==> config.mk <==
export PLATFORM = sky130hd
export DESIGN_NAME = rsp_serial_port
export DESIGN_NICKNAME = d
export VERILOG_FILES = /design/src/rsp_fifo.v /design/src/rsp_serial_port.v
export VERILOG_INCLUDE_DIRS = /design/src
export SDC_FILE = /design/constraint.sdc
export NUM_CORES = 1
export LEC_CHECK = 0
export ABC_AREA = 1
export BUFFER_PORTS_ARGS = -buffer_cell sky130_fd_sc_hd__buf_4
export CAP_MARGIN = 20
export CORE_MARGIN = 4
export CORE_UTILIZATION = 60
export DETAILED_ROUTE_END_ITERATION = 10
export HOLD_SLACK_MARGIN = 0.02
export PLACE_DENSITY = 0.78
export SETUP_SLACK_MARGIN = 0.5
export SLEW_MARGIN = 30
export SYNTH_ARGS = -nofsm -noshare
export SYNTH_HDL_FRONTEND = slang
export SYNTH_HIERARCHICAL = 1
export SYNTH_SLANG_ARGS = --single-unit
==> constraint.sdc <==
create_clock -name core_clk -period 2.3 [get_ports core_clk]
set_clock_uncertainty 0.05 [all_clocks]
set_input_delay 0.69 -clock core_clk [delete_from_list [all_inputs] [get_ports core_clk]]
set_output_delay 0.69 -clock core_clk [all_outputs]
set_load 0.05 [all_outputs]
==> src/rsp_consts.vh <==
// Constants for the serial host port: timing counts, format codes, frame layout.
// Assumes a 40 MHz core clock; included by the port module and the testbench.
`ifndef RSP_CONSTS_VH
`define RSP_CONSTS_VH
`define RSP_CLK_HZ 40000000
// Baud select codes
`define RSP_BAUD_300 3'h0
`define RSP_BAUD_600 3'h1
`define RSP_BAUD_1200 3'h2
`define RSP_BAUD_2400 3'h3
`define RSP_BAUD_4800 3'h4
`define RSP_BAUD_9600 3'h5
`define RSP_BAUD_RST 3'h5
// Cycles per bit at each rate (rounded down)
`define RSP_DIV_300 (`RSP_CLK_HZ / 300)
`define RSP_DIV_600 (`RSP_CLK_HZ / 600)
`define RSP_DIV_1200 (`RSP_CLK_HZ / 1200)
`define RSP_DIV_2400 (`RSP_CLK_HZ / 2400)
`define RSP_DIV_4800 (`RSP_CLK_HZ / 4800)
`define RSP_DIV_9600 (`RSP_CLK_HZ / 9600)
// Format codes
`define RSP_FMT_NONE8 2'h0
`define RSP_FMT_EVEN7 2'h1
`define RSP_FMT_ODD7 2'h2
`define RSP_FMT_RST 2'h0
// Frame layout: start, 8 payload slots, 2 stops
`define RSP_START_BITS 1
`define RSP_STOP_BITS 2
`define RSP_SLOT_BITS 8
// Register map (word index on the plain port)
`define RSP_REG_CTRL 2'h0
`define RSP_REG_STAT 2'h1
`define RSP_REG_TXD 2'h2
`define RSP_REG_RXD 2'h3
// Control fields, then transmit FIFO size
`define RSP_CTRL_BAUD_LSB 0
`define RSP_CTRL_FMT_LSB 4
`define RSP_CTRL_TR_BIT 8
`define RSP_FIFO_DEPTH 8
`define RSP_FIFO_AW 3
`endif

==> src/rsp_fifo.v <==
// Synchronous FIFO with valid/ready on both sides.
// Assumes one clock and an active-low asynchronous reset.
`timescale 1ns/1ps
module rsp_fifo #(
  parameter WIDTH = 8,
  parameter DEPTH = 8,
  parameter AW = 3
) (
  input wire core_clk,
  input wire rst_n,
  input wire [WIDTH-1:0] inData,
  input wire inValid,
  output wire inReady,
  output wire [WIDTH-1:0] outData,
  output wire outValid,
  input wire outReady
);
  reg [WIDTH-1:0] mem [0:DEPTH-1];
  reg [AW-1:0] wrPtr;
  reg [AW-1:0] rdPtr;
  reg [AW:0] count;
  wire doWrite;
  wire doRead;

  // Full and empty come straight from the occupancy count
  assign inReady = (count != DEPTH[AW:0]);
  assign outValid = (count != {(AW+1){1'b0}});
  assign outData = mem[rdPtr];
  assign doWrite = inValid && inReady;
  assign doRead = outValid && outReady;

  // Storage array has no reset; only the pointers and the count matter
  always @(posedge core_clk) begin
    if (doWrite) begin
      mem[wrPtr] <= inData;
    end
  end

  // Pointer and count update
  always @(posedge core_clk or negedge rst_n) begin
    if (!rst_n) begin
      wrPtr <= {AW{1'b0}};
      rdPtr <= {AW{1'b0}};
      count <= {(AW+1){1'b0}};
    end else begin
      if (doWrite) begin
        wrPtr <= (wrPtr == DEPTH[AW-1:0] - 1'b1) ? {AW{1'b0}} : wrPtr + 1'b1;
      end
      if (doRead) begin
        rdPtr <= (rdPtr == DEPTH[AW-1:0] - 1'b1) ? {AW{1'b0}} : rdPtr + 1'b1;
      end
      if (doWrite && !doRead) begin
        count <= count + 1'b1;
      end else if (doRead && !doWrite) begin
        count <= count - 1'b1;
      end
    end
  end
endmodule // rsp_fifo

==> src/rsp_serial_port.v <==
// Asynchronous serial host port: transmitter fed by an 8-word FIFO, receiver,
// terminal-ready / set-ready pacing, and a small register port.
// Assumes 40 MHz core_clk, serial and handshake inputs synchronous to it.
//
// Implementation choices: the register addresses and the strobed register port.
`timescale 1ns/1ps
`include "rsp_consts.vh"

// Functional notes
// - Rates 300 to 9600 baud, default 9600
// - Formats: none/8 default, even/7, odd/7
// - Exactly one start bit, fixed
// - Exactly two stop bits, fixed
// - Order: start, data, parity, two stops
// - Settings latched for whole frame span
// - Pace traffic with ready handshake lines
module rsp_serial_port (
  input wire core_clk,
  input wire rst_n,
  input wire [1:0] regAddr,
  input wire [15:0] regWrData,
  input wire regWrite,
  input wire regRead,
  output reg [15:0] regRdData,
  input wire rxLine,
  output reg txLine,
  output reg termReady,
  input wire setReady
);
  localparam TX_IDLE = 2'h0;
  localparam TX_SHIFT = 2'h1;
  localparam RX_IDLE = 2'h0;
  localparam RX_SHIFT = 2'h1;

  reg [2:0] baudSel;
  reg [1:0] fmtSel;
  reg termEnable;
  reg [1:0] txState;
  // Bit timers are 18 bits wide: the slowest rate needs more than 16 bits of count
  reg [17:0] txDivCnt;
  reg [3:0] txBitCnt;
  reg [10:0] txShift;
  reg [1:0] rxState;
  reg [17:0] rxDivCnt;
  reg [17:0] rxBitLen;
  reg [1:0] rxFmt;
  reg [3:0] rxBitCnt;
  reg [10:0] rxShift;
  reg [7:0] rxData;
  reg rxFull;
  reg rxOverrun;
  reg rxFrameErr;
  reg rxParityErr;
  reg [17:0] txBitLen;
  reg rxPrev;
  wire fifoInReady;
  wire [7:0] fifoOutData;
  wire fifoOutValid;
  wire fifoPop;
  wire txWrite;
  wire rxRead;

  // Cycles per bit for a baud select code
  // The divider constants are plain integers; the count is cut to the timer width on purpose
  function [17:0] bitLen;
    input [2:0] sel;
    integer cyc;
    begin
      case (sel)
        `RSP_BAUD_300: cyc = `RSP_DIV_300;
        `RSP_BAUD_600: cyc = `RSP_DIV_600;
        `RSP_BAUD_1200: cyc = `RSP_DIV_1200;
        `RSP_BAUD_2400: cyc = `RSP_DIV_2400;
        `RSP_BAUD_4800: cyc = `RSP_DIV_4800;
        default: cyc = `RSP_DIV_9600;
      endcase
      bitLen = cyc[17:0];
    end
  endfunction

  // Frame payload slots: seven data plus parity, or eight data
  function [7:0] payload;
    input [1:0] fmt;
    input [7:0] d;
    begin
      case (fmt)
        `RSP_FMT_EVEN7: payload = {^d[6:0], d[6:0]};
        `RSP_FMT_ODD7: payload = {~^d[6:0], d[6:0]};
        default: payload = d;
      endcase
    end
  endfunction

  assign txWrite = regWrite && (regAddr == `RSP_REG_TXD);
  assign rxRead = regRead && (regAddr == `RSP_REG_RXD);
  // Only start a frame when the host says it is ready; a frame in flight finishes
  assign fifoPop = (txState == TX_IDLE) && setReady;

  // Outgoing characters wait here; writes while full are dropped, visible in status
  rsp_fifo #(
    .WIDTH(8),
    .DEPTH(`RSP_FIFO_DEPTH),
    .AW(`RSP_FIFO_AW)
  ) txFifo (
    .core_clk(core_clk),
    .rst_n(rst_n),
    .inData(regWrData[7:0]),
    .inValid(txWrite),
    .inReady(fifoInReady),
    .outData(fifoOutData),
    .outValid(fifoOutValid),
    .outReady(fifoPop)
  );

  // Control register writes
  always @(posedge core_clk or negedge rst_n) begin
    if (!rst_n) begin
      baudSel <= `RSP_BAUD_RST;
      fmtSel <= `RSP_FMT_RST;
      termEnable <= 1'b0;
    end else if (regWrite && (regAddr == `RSP_REG_CTRL)) begin
      // Undefined codes fall back to the defaults so only listed modes exist
      baudSel <= (regWrData[`RSP_CTRL_BAUD_LSB+2:`RSP_CTRL_BAUD_LSB] > `RSP_BAUD_9600) ?
        `RSP_BAUD_RST : regWrData[`RSP_CTRL_BAUD_LSB+2:`RSP_CTRL_BAUD_LSB];
      fmtSel <= (regWrData[`RSP_CTRL_FMT_LSB+1:`RSP_CTRL_FMT_LSB] > `RSP_FMT_ODD7) ?
        `RSP_FMT_RST : regWrData[`RSP_CTRL_FMT_LSB+1:`RSP_CTRL_FMT_LSB];
      termEnable <= regWrData[`RSP_CTRL_TR_BIT];
    end
  end

  // Transmitter: 11-bit frame, rate latched at frame start
  always @(posedge core_clk or negedge rst_n) begin
    if (!rst_n) begin
      txState <= TX_IDLE;
      txDivCnt <= 18'h00000;
      txBitCnt <= 4'h0;
      txShift <= 11'h7FF;
      txBitLen <= 18'h00000;
      txLine <= 1'b1;
    end else begin
      case (txState)
        TX_IDLE: begin
          txLine <= 1'b1;
          if (fifoPop && fifoOutValid) begin
            // Stops, payload LSB first, one start bit
            txShift <= {2'b11, payload(fmtSel, fifoOutData), 1'b0};
            txBitLen <= bitLen(baudSel);
            txDivCnt <= 18'h00000;
            txBitCnt <= 4'h0;
            txState <= TX_SHIFT;
          end
        end
        TX_SHIFT: begin
          txLine <= txShift[0];
          if (txDivCnt == txBitLen - 18'h00001) begin
            txDivCnt <= 18'h00000;
            txShift <= {1'b1, txShift[10:1]};
            // Frame ends after the second stop bit
            if (txBitCnt == 4'hA) begin
              txState <= TX_IDLE;
            end else begin
              txBitCnt <= txBitCnt + 4'h1;
            end
          end else begin
            txDivCnt <= txDivCnt + 18'h00001;
          end
        end
        default: txState <= TX_IDLE;
      endcase
    end
  end

  // Receiver: samples mid-bit, format and rate latched at the start edge
  always @(posedge core_clk or negedge rst_n) begin
    if (!rst_n) begin
      rxState <= RX_IDLE;
      rxDivCnt <= 18'h00000;
      rxBitLen <= 18'h00000;
      rxFmt <= `RSP_FMT_RST;
      rxBitCnt <= 4'h0;
      rxShift <= 11'h000;
      rxData <= 8'h00;
      rxFull <= 1'b0;
      rxOverrun <= 1'b0;
      rxFrameErr <= 1'b0;
      rxParityErr <= 1'b0;
      rxPrev <= 1'b1;
    end else begin
      rxPrev <= rxLine;
      // Reading the data clears the flags; a new character in the same cycle wins
      if (rxRead) begin
        rxFull <= 1'b0;
        rxOverrun <= 1'b0;
        rxFrameErr <= 1'b0;
        rxParityErr <= 1'b0;
      end
      case (rxState)
        RX_IDLE: begin
          if (rxPrev && !rxLine) begin
            rxBitLen <= bitLen(baudSel);
            rxFmt <= fmtSel;
            // Start half a bit in so every later sample lands mid-bit
            rxDivCnt <= bitLen(baudSel) >> 1;
            rxBitCnt <= 4'h0;
            rxState <= RX_SHIFT;
          end
        end
        RX_SHIFT: begin
          if (rxDivCnt == rxBitLen - 18'h00001) begin
            rxDivCnt <= 18'h00000;
            rxShift <= {rxLine, rxShift[10:1]};
            if (rxBitCnt == 4'h0 && rxLine) begin
              // Glitch, not a real start bit
              rxState <= RX_IDLE;
            end else if (rxBitCnt == 4'hA) begin
              rxState <= RX_IDLE;
              rxData <= (rxFmt == `RSP_FMT_NONE8) ? rxShift[9:2] : {1'b0, rxShift[8:2]};
              rxFull <= 1'b1;
              rxOverrun <= rxOverrun | (rxFull & ~rxRead);
              // Both stop bits must be high
              rxFrameErr <= ~(rxShift[10] & rxLine);
              rxParityErr <= (rxFmt == `RSP_FMT_EVEN7) ? (^rxShift[9:2]) :
                (rxFmt == `RSP_FMT_ODD7) ? ~(^rxShift[9:2]) : 1'b0;
            end else begin
              rxBitCnt <= rxBitCnt + 4'h1;
            end
          end else begin
            rxDivCnt <= rxDivCnt + 18'h00001;
          end
        end
        default: rxState <= RX_IDLE;
      endcase
    end
  end

  // Terminal ready: raised by software once it can take characters, dropped while unread data
  // is pending so the host holds off instead of overrunning
  always @(posedge core_clk or negedge rst_n) begin
    if (!rst_n) begin
      termReady <= 1'b0;
    end else begin
      termReady <= termEnable & ~rxFull;
    end
  end

  // Read port: data stands one cycle after the strobe only
  always @(posedge core_clk or negedge rst_n) begin
    if (!rst_n) begin
      regRdData <= 16'h0000;
    end else if (regRead) begin
      if (regAddr == `RSP_REG_CTRL) begin
        regRdData <= {7'h00, termEnable, 2'h0, fmtSel, 1'b0, baudSel};
      end else if (regAddr == `RSP_REG_STAT) begin
        regRdData <= {7'h00, setReady, (txState != TX_IDLE), fifoOutValid, ~fifoInReady,
          rxParityErr, rxFrameErr, rxOverrun, rxFull, termReady};
      end else if (regAddr == `RSP_REG_RXD) begin
        regRdData <= {8'h00, rxData};
      end else begin
        regRdData <= 16'h0000;
      end
    end else begin
      regRdData <= 16'h0000;
    end
  end
endmodule // rsp_serial_port

==> out/qor.csv, run 1 <==
stage,metric,value,unit
run_status,status,"finished, final reports clean",
clock_tree,Skew-Pair Late Insertion Delay,0.44,ns
synth,YS warnings,6,
grt,largest net degree at the start of global routing,47,
critical_path,CP Data Arrival Time,2.56,ns
routing,Starting DRT DRC Count,916,
place,placed inst area,12500,um^2
synth,ys flop type,dfrtp_1,
finish,"Area growth, synth to finish",22.0,%
synth,Syn Inst Count,1459,
synth,Post-synth EDFFs,64,
die,Die ar.,21400,um^2
place,dpl hpwl,18600,um
finish,# diodes,0,
synth,top cell type by total area after synthesis,dfrtp_1,
timing,min Tclk post-route,2.23,ns
routing,vias per inst,5.53,
critical_path,CP endpoint kind,flop,
synth,most instantiated library cell after synthesis,nand2_1,
timing,max-slew violations,0,
critical_path,critical path's top delay family,simple AND/OR/NAND/NOR gates,
power,total leakage power,0.00665,uW
place,GPL Wtd Cong,0.942,
grt,vias in the first global route,9749,
critical_path,crit-path cells,"clkinv_2, ha_4, buf_6, xor2_1, nand2_1, nand2_2, inv_2, nand3_2, nor2_1, nand2_1, nor2_4, buf_12, nand3_4, nand2_8, nand2_2, nand2_1",
power,Final Power,9050,uW
grt,total grt overflow,0,
critical_path,Critical Path Max Stage Delay,0.38,ns
power,Pwr Density,647,nW/um^2
timing,Final period util,97.0,%
clock_tree,CTS Buf Count,17,
synth,Post-Syn Area,11500,um^2
finish,"non-filler cells, final",1797,
critical_path,Worst Path Buf+Inv,4,
routing,vias,9938,
routing,post-route DRC violation count,0,
clock_tree,CTS root buf,clkbuf_16,
finish,ratio of cells with drive above 1 in the final layout,23.9,%
clock_tree,CTS tree,done,
timing,RSZ-0062 raised after global routing,true,
critical_path,CP Class,flop to flop,
die,chip height,146,um
clock_tree,clk sinks,198,
routing,final wirelength,28200,um
grt,antenna violations before repair,0,
routing,Final ANT Viol Nets,0,
timing,Slew @ Worst Pin,0.538,ns
timing,Finish-stage setup viols,0,
clock_tree,clk buf depth,2,
timing,Final Hold Fails,0,
finish,final net count,1593,
critical_path,crit path max fanout,8,
finish,Post-Route Utilization,74.6,%
synth,top-area cell type share of the netlist area,26.4,%
synth,Async SR Flop Fraction,67.7,%
place,IO buf count,27,
die,CORE AREA,18800,um^2
die,Initial Utilization,61.2,%
clock_tree,H-tree levels,4,
min_path,min-delay worst type,input pin to async pin,
power,maximum vdd drop,0.503,mV
grt,global-route wire length before repair,46400,um
critical_path,cell repeated most along the worst path,nand2_1,
synth,"top cells by area, synth","dfrtp_1, edfxtp_1, nand2_1, nor2_1, inv_1",
synth,"flops & latches, synth",198,
flow_run,max-cap viol count,0,
critical_path,"reg-to-reg slack, setup",0.07,ns
routing,TritonRoute pass-1 iters,5,
synth,register area share after synthesis,46.1,%
finish,design area,14000,um^2
die,die width,146,um
critical_path,CP required,2.63,ns
synth,Post-Syn Area per Cell,7.87,um^2
grt,GRT Util Overall,26.3,%
place,# placed instances,1722,
synth,Yosys cell types,45,
clock_tree,"CTS clk-pin slew, worst paths",0.08,ns
routing,DR WL/cell,15.7,um
timing,Rel. slew slack,63.8,%
synth,Commonest cells post-synth,"nand2_1, nor2_1, inv_1, dfrtp_1, nand3_1",
die,row count,50,
timing,Max Fclk,0.448,GHz
critical_path,crit path launch type,flop,
die,io pins,42,
critical_path,Worst path slowest cell,dfrtp_1,
clock_tree,hold_buf cts,0,
worst paths after layout:
path | from | to | cells past startpoint
max | txBitLen[0] | txShift[1] | 16
min | rst_n | rxShift[4] | 1
max reg2reg | txBitLen[0] | txShift[1] | 16
min reg2reg | rxFull | termReady | 1
max in group asynchronous | rst_n | txBitCnt[0] | 2
min in group core_clk | rxLine | rxPrev | 1
final cells by class:
| class | instances | area, um^2 |
|---|---|---|
| tap | 234 | 293 |
| sequential | 198 | 5310 |
| timing repair buffer | 115 | 1080 |
| fill | 1322 | 4770 |
| clock buffer | 17 | 425 |
| multi-input combinational | 1051 | 6070 |
| inverter | 167 | 644 |
| clock inverter | 15 | 175 |
registers in the layout, summed over array words and instances, names as in the netlist, 9 cells and up:
register    flops
txFifo/mem     64
rxDivCnt       18
txDivCnt       18
rxBitLen       14
txBitLen       14
regRdData       9
rxShift         9
txShift         9
kinds of logic after synthesis:
logic type	Yosys count	synth area share [%]
AOI/OAI and AO/OA	117	5.27
buffers and inverters	222	8.34
DFF	198	46.1
and+or+nand+nor	822	32.0
xor gates and xnor gates	80	6.10
other	1	0.0327
adders and majority gates	19	2.14
layout by cell type (no fill, tap or decap), drive strengths merged, types with 2 or more instances in the layout:
cell type and n:
nand2 454, nor2 194, inv 171, dfrtp 121
buf 115, nand3 107, o21ai 72, edfxtp 64
xor2 49, a21oi 36, xnor2 31, nand4 29
nor3 20, ha 18, clkbuf 17, nand3b 14
dfstp 13, conb 7, clkinvlp 6, nor4 6
clkinv 5, o22ai 3, o21bai 2, or2 2
where the power goes:
| part | internal, uW | switching, uW | leakage (uW) |
|---|---|---|---|
| Clock | 1480 | 1550 | 0.000283 |
| Sequential | 3870 | 309 | 0.00221 |
| Combinational | 730 | 1120 | 0.00416 |
layer usage:
metal | track usage, % | wire, um | vias to the layer above
met1 | 34.2 | 11800 | 4702
met5 | 0 | 0 | -
met4 | 8.56 | 661 | 0
li1 | - | - | 4831
met3 | 3.63 | 1380 | 62
met2 | 45.6 | 14400 | 343
repair_timing:
| item | CTS | global route |
|---|---|---|
| gates resized for setup | 73 | 79 |
| pin swaps | 37 | 37 |
| endpoints found under the setup margin | 80 | 98 |
| buffers inserted | 28 | 8 |
| cloned | 6 | 1 |
metrics by stage:
step / worst slack [ns] / hold WS, ns / TNS, ns
3_5_place_dp: 0.0512 / 0.404 / 0
4_1_cts: 0.0936 / 0.127 / 0
2_1_floorplan: 0.171 / 0.344 / 0
6_report: 0.0691 / 0.114 / 0
5_1_grt: -0.0645 / 0.138 / -1.05
3_3_place_gp: 0.101 / 0.403 / 0
Note: power is estimated with default switching activity, not from simulation.
==> run 2: changes to the inputs <==
- SYNTH_HIERARCHICAL: 1 -> default
==> run 2 against run 1 <==
Effect of this change: non-clock buffer count rose by 28; hold slack improved by 0.027 ns; total power rose by 1.1%; the run now ends with setup timing left; critical path type unchanged; final area rose by 0.20%; core utilization rose by 3.0 points; first-iteration DRC count rose by 9.4%.
==> out/qor.csv, run 2 <==
stage,metric,value,unit,change
routing,TritonRoute pass-1 iters,5,,unchanged
grt,vias in the first global route,9607,,-1.5%
grt,antenna violations before repair,0,,unchanged
routing,Final ANT Viol Nets,0,,unchanged
synth,ys flop type,dfrtp_1,,
finish,"Area growth, synth to finish",26.7,%,
flow_run,max-cap viol count,0,,unchanged
clock_tree,H-tree levels,4,,unchanged
die,row count,49,,-2.0%
timing,Final Hold Fails,0,,unchanged
run_status,status,finished with violations,,
timing,Finish-stage setup viols,36,,+36
critical_path,critical path's top delay family,simple AND/OR/NAND/NOR gates,,
critical_path,Worst Path Buf+Inv,4,,unchanged
critical_path,Critical Path Max Stage Delay,0.42,ns,+0.04 ns
critical_path,crit-path cells,"inv_2, nand2_1, nor2_4, nand2_4, nor2_8, buf_4, nand3b_1, nand2_1, nor2_2, nand2_2, inv_2, nand4_4, buf_6, nand3_1, a21oi_1",,
clock_tree,clk buf depth,2,,unchanged
synth,"flops & latches, synth",198,,unchanged
place,GPL Wtd Cong,0.933,,-0.99%
place,IO buf count,27,,unchanged
critical_path,CP Class,flop to flop,,
critical_path,Worst path slowest cell,dfrtp_1,,
synth,"top cells by area, synth","dfrtp_1, edfxtp_1, nand2_1, inv_1, nand3_1",,
synth,top cell type by total area after synthesis,dfrtp_1,,
place,# placed instances,1652,,-4.1%
die,CORE AREA,18100,um^2,-3.6%
timing,Worst Slack Setup Final,-0.0837,ns,-0.153 ns
critical_path,reg2reg end,rxDivCnt[8],,
finish,Largest register FFs,64,,unchanged
clock_tree,CTS root buf,clkbuf_16,,
die,Initial Utilization,61.2,%,+0.064 points
clock_tree,CTS Buf Count,17,,unchanged
finish,"commonest non-fill, non-tap cell in the layout",nand2_1,,
finish,final net count,1547,,-2.9%
timing,Final period util,104,%,+6.6 points
synth,Post-Syn Area,11100,um^2,-3.5%
timing,Max Fclk,0.420,GHz,-6.4%
timing,Rel. slew slack,54.2,%,-9.5 points
grt,total grt overflow,0,,unchanged
timing,Slew @ Worst Pin,0.684,ns,+0.146 ns
grt,GRT Util Overall,28.7,%,+2.5 points
clock_tree,clk sinks,198,,unchanged
run_status,failing checks,setup timing,,
power,Pwr Density,653,nW/um^2,+0.92%
timing,RSZ-0062 raised after global routing,true,,
synth,Yosys cell types,48,,+6.7%
routing,Starting DRT DRC Count,1002,,+9.4%
finish,Biggest register,txFifo.mem,,
synth,top-area cell type share of the netlist area,27.3,%,+0.97 points
routing,vias per inst,5.69,,+2.9%
min_path,min-delay worst type,input pin to async pin,,
synth,mux share of post-synthesis cell area,0,%,unchanged
routing,post-route DRC violation count,0,,unchanged
die,chip height,144,um,-1.7%
synth,Async SR Flop Fraction,67.7,%,unchanged
finish,fillers,1104,,-16%
place,dpl hpwl,18700,um,+0.52%
clock_tree,Skew-Pair Late Insertion Delay,0.46,ns,+0.02 ns
timing,max-slew violations,0,,unchanged
finish,most frequent cells in the layout,"nand2_1, inv_1, dfrtp_1",,
place,Placement Setup Slack,-0.236,ns,-0.287 ns
synth,post-synthesis compound-gate area fraction,7.54,%,+2.3 points
synth,Post-Syn Area per Cell,8.01,um^2,+1.8%
synth,Simple-Gate Fraction of Synth Area,26.6,%,-5.4 points
critical_path,CP required,2.63,ns,about the same
clock_tree,"CTS clk-pin slew, worst paths",0.08,ns,about the same
timing,min Tclk post-route,2.38,ns,+0.153 ns
die,Die ar.,20700,um^2,-3.3%
timing,Setup TNS,-0.997,ns,-0.997 ns
synth,most instantiated library cell after synthesis,nand2_1,,
synth,YS warnings,0,,-6
routing,final wirelength,29900,um,+6.0%
synth,Post-synth EDFFs,64,,unchanged
clock_tree,CTS tree,done,,
synth,largest family of logic cells by synthesized area,simple AND/OR/NAND/NOR gates,,
die,io pins,42,,unchanged
grt,largest net degree at the start of global routing,51,,+8.5%
critical_path,CP endpoint kind,flop,,
critical_path,crit path max fanout,10,,+2
clock_tree,hold_buf cts,0,,unchanged
routing,vias,9933,,-0.050%
synth,Syn Inst Count,1382,,-5.3%
synth,XOR/XNOR share of the synthesized area,7.27,%,+1.2 points
critical_path,R2R depth,15,,-1
critical_path,CP Data Arrival Time,2.71,ns,+0.15 ns
die,die width,144,um,-1.7%
critical_path,"reg-to-reg slack, setup",-0.08,ns,-0.15 ns
power,Final Power,9160,uW,+1.1%
routing,DR WL/cell,17.1,um,+9.1%
synth,register area share after synthesis,47.8,%,+1.7 points
timing,Hold WS,0.140,ns,+0.0268 ns
power,maximum vdd drop,0.763,mV,+52%
synth,Commonest cells post-synth,"nand2_1, inv_1, nor2_1, dfrtp_1, nand3_1",,
finish,Top Registers,"txFifo.mem x64, rxDivCnt x18, txDivCnt x18",,
power,total leakage power,0.00655,uW,-1.5%
finish,# diodes,0,,unchanged
synth,Post-Synth Adder-Cell Area,2.21,%,+0.078 points
grt,global-route wire length before repair,46900,um,+0.97%
finish,ratio of cells with drive above 1 in the final layout,26.1,%,+2.2 points
finish,"non-filler cells, final",1746,,-2.8%
critical_path,reg2reg start,rxBitLen[3],,
critical_path,crit path launch type,flop,,
-- run 2: layer usage --
layer,global-route usage (%),routed length (um),vias to the layer above,share of wire (%)
li1,-,-,4642,-
met1,36.5,11900,4722,40
met2,48.4,15100,473,50
met3,5.09,2020,96,6.7
met4,12.3,926,0,3.1
met5,0,0,-,0
-- run 2: worst max path at each step --
| stage | to | start | slack [ns] | cells after the start |
|---|---|---|---|---|
| 2_1_floorplan | txFifo.count[3] | regAddr[1] | -0.1 | 11 |
| 3_3_place_gp | txFifo.count[3] | regAddr[1] | -0.15 | 12 |
| 3_5_place_dp | txFifo.count[3] | regAddr[1] | -0.24 | 12 |
| 4_1_cts | rxData[2] | rxBitLen[1] | 0.05 | 16 |
| 5_1_grt | rxShift[2] | rxBitLen[3] | -0.19 | 16 |
| 6_report | rxDivCnt[8] | rxBitLen[3] | -0.08 | 15 |
-- run 2: area by class of cell --
type	count	area [um^2]	area share, %
Clock buffer	17	425	3.03
Timing Repair Buffer	143	1340	9.55
Timing Repair inverter	1	7.51	0.0535
Sequential cell	198	5300	37.8
Clock inverter	15	184	1.31
Multi-Input combinational cell	955	5770	41.1
Tap cell	229	287	2.04
Inverter	188	723	5.15
-- run 2: cell families after synthesis --
group / after synthesis
simple gates: 680
buf+inv: 237
flops: 198
compound gates: 156
xor+xnor: 91
fa+ha+maj: 19
other cells: 1
-- run 2: repair_timing --
action	in CTS	in global routing
setup buffers	37	19
gates resized for setup	80	99
endpoints found under the setup margin	151	162
pin swaps	28	41
gates cloned	5	1
-- run 2: power by group --
part | switching [uW] | total [uW] | internal [uW]
Clock | 1520 | 3090 | 1570
Sequential | 292 | 4180 | 3880
Combinational | 1130 | 1890 | 763
-- run 2: stage by stage --
step | utilization, % | instance area [um^2]
after detailed placement | 67.0 | 12100
after global routing | 77.6 | 14000
final | 77.6 | 14000
after floorplan | - | 11400
after CTS | 74.5 | 13500
after global placement | 67.0 | 12100
==> run 3: changes to the inputs <==
- ABC_AREA: 1 -> default
==> run 3 against run 2 <==
Effect of this change: die area decreased by 6.9%; maximum frequency decreased by 26%; wire length increased by 4.4%; register-to-register slack worse by 0.86 ns; the flow still finishes with violations (setup timing); area after synthesis down 7.3%; synthesized cell count shrank 30%; highest routed layer unchanged; global-route usage rose by 1.9 points; hold slack lost 0.060 ns.
==> out/qor.csv, run 3 <==
stage,metric,value,unit,change
critical_path,Worst Path Buf+Inv,5,,+1
grt,antenna violations before repair,0,,unchanged
routing,vias,8823,,-11%
power,Comb pwr share,34.3,%,+14 points
synth,"flops & latches, synth",198,,unchanged
timing,Slew @ Worst Pin,0.969,ns,+0.285 ns
power,Seq pwr share,38.1,%,-7.5 points
clock_tree,H-tree levels,4,,unchanged
synth,Yosys cell types,66,,+38%
run_status,failing checks,setup timing,,
critical_path,CP endpoint kind,flop,,
critical_path,"reg-to-reg slack, setup",-0.94,ns,-0.86 ns
grt,vias in the first global route,8846,,-7.9%
finish,Top Registers,"txFifo.mem x64, rxDivCnt x18, txDivCnt x18",,
finish,multi-input logic area,5370,um^2,-6.8%
die,Initial Utilization,61.5,%,+0.24 points
power,Int Pwr,7520,uW,+21%
timing,Max Fclk,0.309,GHz,-26%
synth,top-area cell type share of the netlist area,29.5,%,+2.2 points
place,GPL Wtd Cong,0.945,,+1.3%
clock_tree,"CTS clk-pin slew, worst paths",0.09,ns,about the same
routing,Starting DRT DRC Count,798,,-20%
critical_path,critical path's top delay family,simple AND/OR/NAND/NOR gates,,
critical_path,crit path launch type,flop,,
run_status,status,finished with violations,,
synth,Post-Syn Area,10300,um^2,-7.3%
critical_path,CP required,2.58,ns,-0.05 ns
grt,total grt overflow,0,,unchanged
die,Die ar.,19300,um^2,-6.9%
place,# placed instances,1316,,-20%
die,die width,139,um,-3.5%
clock_tree,clk buf depth,2,,unchanged
clock_tree,CTS Buf Count,17,,unchanged
synth,top cell type by total area after synthesis,dfrtp_1,,
timing,Worst Slack Setup Final,-0.941,ns,-0.857 ns
timing,min Tclk post-route,3.24,ns,+0.857 ns
synth,Syn Inst Count,971,,-30%
finish,# diodes,0,,unchanged
synth,"top cells by area, synth","dfrtp_1, edfxtp_1, nand2_1, xnor2_1, o21ai_0",,
die,CORE AREA,16700,um^2,-7.7%
finish,final net count,1201,,-22%
finish,fillers,832,,-25%
min_path,min-delay worst type,input pin to async pin,,
critical_path,CP Class,flop to flop,,
critical_path,cell repeated most along the worst path,buf_6,,
finish,Largest register FFs,64,,unchanged
synth,ys flop type,dfrtp_1,,
die,io pins,42,,unchanged
place,dpl hpwl,17600,um,-5.6%
critical_path,Worst path slowest cell,or4_4,,
power,Final Power,11800,uW,+28%
finish,Reg area,5290,um^2,about the same
critical_path,crit path max fanout,4,,-6
flow_run,max-cap viol count,0,,unchanged
synth,register area share after synthesis,51.5,%,+3.8 points
synth,Post-Syn Area per Cell,10.6,um^2,+32%
critical_path,crit-path cells,"inv_2, ha_4, or3b_4, or2_4, or4_4, a31oi_4, nor3b_2, and3_4, buf_6, buf_4, buf_6, clkbuf_16, o22ai_2",,
critical_path,Critical Path Max Stage Delay,0.50,ns,+0.08 ns
synth,Async SR Flop Fraction,67.7,%,unchanged
finish,"commonest non-fill, non-tap cell in the layout",buf_4,,
power,maximum vdd drop,0.718,mV,-5.9%
place,IO buf count,27,,unchanged
routing,vias per inst,6.34,,+11%
clock_tree,Skew-Pair Late Insertion Delay,0.45,ns,about the same
power,Clk network pwr share,27.6,%,-6.1 points
die,row count,47,,-4.1%
timing,Finish-stage setup viols,78,,+120%
grt,global-route wire length before repair,47200,um,+0.68%
clock_tree,clk sinks,198,,unchanged
power,Net Switching,4240,uW,+44%
power,Pwr Density,851,nW/um^2,+30%
timing,Final Hold Fails,0,,unchanged
finish,most frequent cells in the layout,"buf_4, dfrtp_1, nand2_1",,
timing,Rel. slew slack,34.9,%,-19 points
clock_tree,hold_buf cts,0,,unchanged
timing,max-slew violations,0,,unchanged
routing,final wirelength,31300,um,+4.4%
power,Sw Share,36.0,%,+3.9 points
finish,"Area growth, synth to finish",34.6,%,
critical_path,CP Data Arrival Time,3.52,ns,+0.81 ns
synth,YS warnings,0,,unchanged
finish,Biggest register,txFifo.mem,,
timing,RSZ-0062 raised after global routing,true,,
grt,largest net degree at the start of global routing,40,,-22%
grt,GRT Util Overall,30.6,%,+1.9 points
routing,TritonRoute pass-1 iters,5,,unchanged
routing,Final ANT Viol Nets,0,,unchanged
clock_tree,CTS root buf,clkbuf_16,,
synth,Commonest cells post-synth,"dfrtp_1, nand2_1, o21ai_0, edfxtp_1, nor2_1",,
clock_tree,CTS tree,done,,
power,total leakage power,0.00579,uW,-12%
timing,Final period util,141,%,+37 points
die,chip height,139,um,-3.5%
synth,most instantiated library cell after synthesis,dfrtp_1,,
finish,ratio of cells with drive above 1 in the final layout,35.7,%,+9.6 points
synth,Post-synth EDFFs,64,,unchanged
routing,DR WL/cell,22.5,um,+31%
routing,post-route DRC violation count,0,,unchanged
finish,"non-filler cells, final",1391,,-20%
==> run 3: worst paths after layout <==
kind | end | cells after the start | start
max in group asynchronous | txShift[8] | 2 | rst_n
max reg2reg | rxDivCnt[4] | 13 | rxBitLen[1]
min in group core_clk | rxPrev | 1 | rxLine
min | txDivCnt[8] | 1 | rst_n
max | rxDivCnt[4] | 13 | rxBitLen[1]
min reg2reg | txShift[0] | 2 | txShift[0]
==> run 3: routing by layer <==
layer / GRT usage (%) / up-vias / wire [um]
met1: 39.6 / 4366 / 12100
met4: 13.1 / 0 / 1270
met3: 4.90 / 106 / 2110
met2: 51.4 / 474 / 15700
met5: 0 / - / 0
li1: - / 3877 / -
==> run 3: final cells by class <==
| class | count | area share [%] |
|---|---|---|
| Clock buffer | 17 | 3.08 |
| Timing Repair Buffer | 223 | 15.6 |
| Sequential cell | 198 | 38.3 |
| Tap cell | 220 | 1.99 |
| Inverter | 20 | 0.598 |
| Multi-Input combinational cell | 698 | 38.9 |
| Clock inverter | 15 | 1.54 |
==> run 3: power groups by stage <==
| stage | logic [uW] | clock network (uW) | registers [uW] |
|---|---|---|---|
| after detailed placement | 3150 | 0 | 4470 |
| after CTS | 3470 | 3220 | 4430 |
| after global placement | 3050 | 0 | 4440 |
| after global routing | 4290 | 3410 | 4510 |
| final | 4030 | 3250 | 4480 |
| after floorplan | 1900 | 0 | 4490 |
==> run 3: stage by stage <==
step	setup TNS [ns]	hold slack, ns	util, %	instance area, um^2	setup slack, ns
after floorplan	-51.87	0.344	-	10700	-1.02
final	-64.65	0.0801	82.7	13800	-0.941
after global placement	-54.63	0.406	72.0	12000	-0.919
after CTS	-56.66	0.0834	79.9	13300	-0.916
after detailed placement	-57.21	0.424	72.0	12000	-0.981
after global routing	-70.80	0.0996	82.7	13800	-1.04
==> run 3: worst register-to-register path: stages, from the launching register on <==
cell	delay, ns
dfrtp_1	0.43
inv_2	0.10
ha_4	0.14
or3b_4	0.39
or2_4	0.29
or4_4	0.50
a31oi_4	0.19
nor3b_2	0.19
and3_4	0.27
buf_6	0.13
buf_4	0.10
buf_6	0.11
clkbuf_16	0.15
o22ai_2	0.07
==> run 3: kinds of logic (layout without fill, tap and decap cells) <==
family | count (synthesis) | after routing | synth area share (%)
buffers and inverters | 81 | 275 | 3.40
other | 1 | 7 | 0.0365
flip-flops | 198 | 198 | 51.5
multiplexers | 70 | 70 | 8.36
XOR/XNOR | 70 | 70 | 5.97
AND/OR/NAND/NOR | 332 | 332 | 16.2
adder cells (fa/ha/maj) | 19 | 19 | 2.39
AO/OA/AOI/OAI | 200 | 200 | 12.1
==> run 3: repair_timing <==
| item | in CTS | in global routing |
|---|---|---|
| endpoints found under the setup margin | 153 | 155 |
| setup buffers | 19 | 15 |
| pin swaps | 27 | 27 |
| resized for setup | 82 | 67 |
| gates cloned | 7 | 2 |
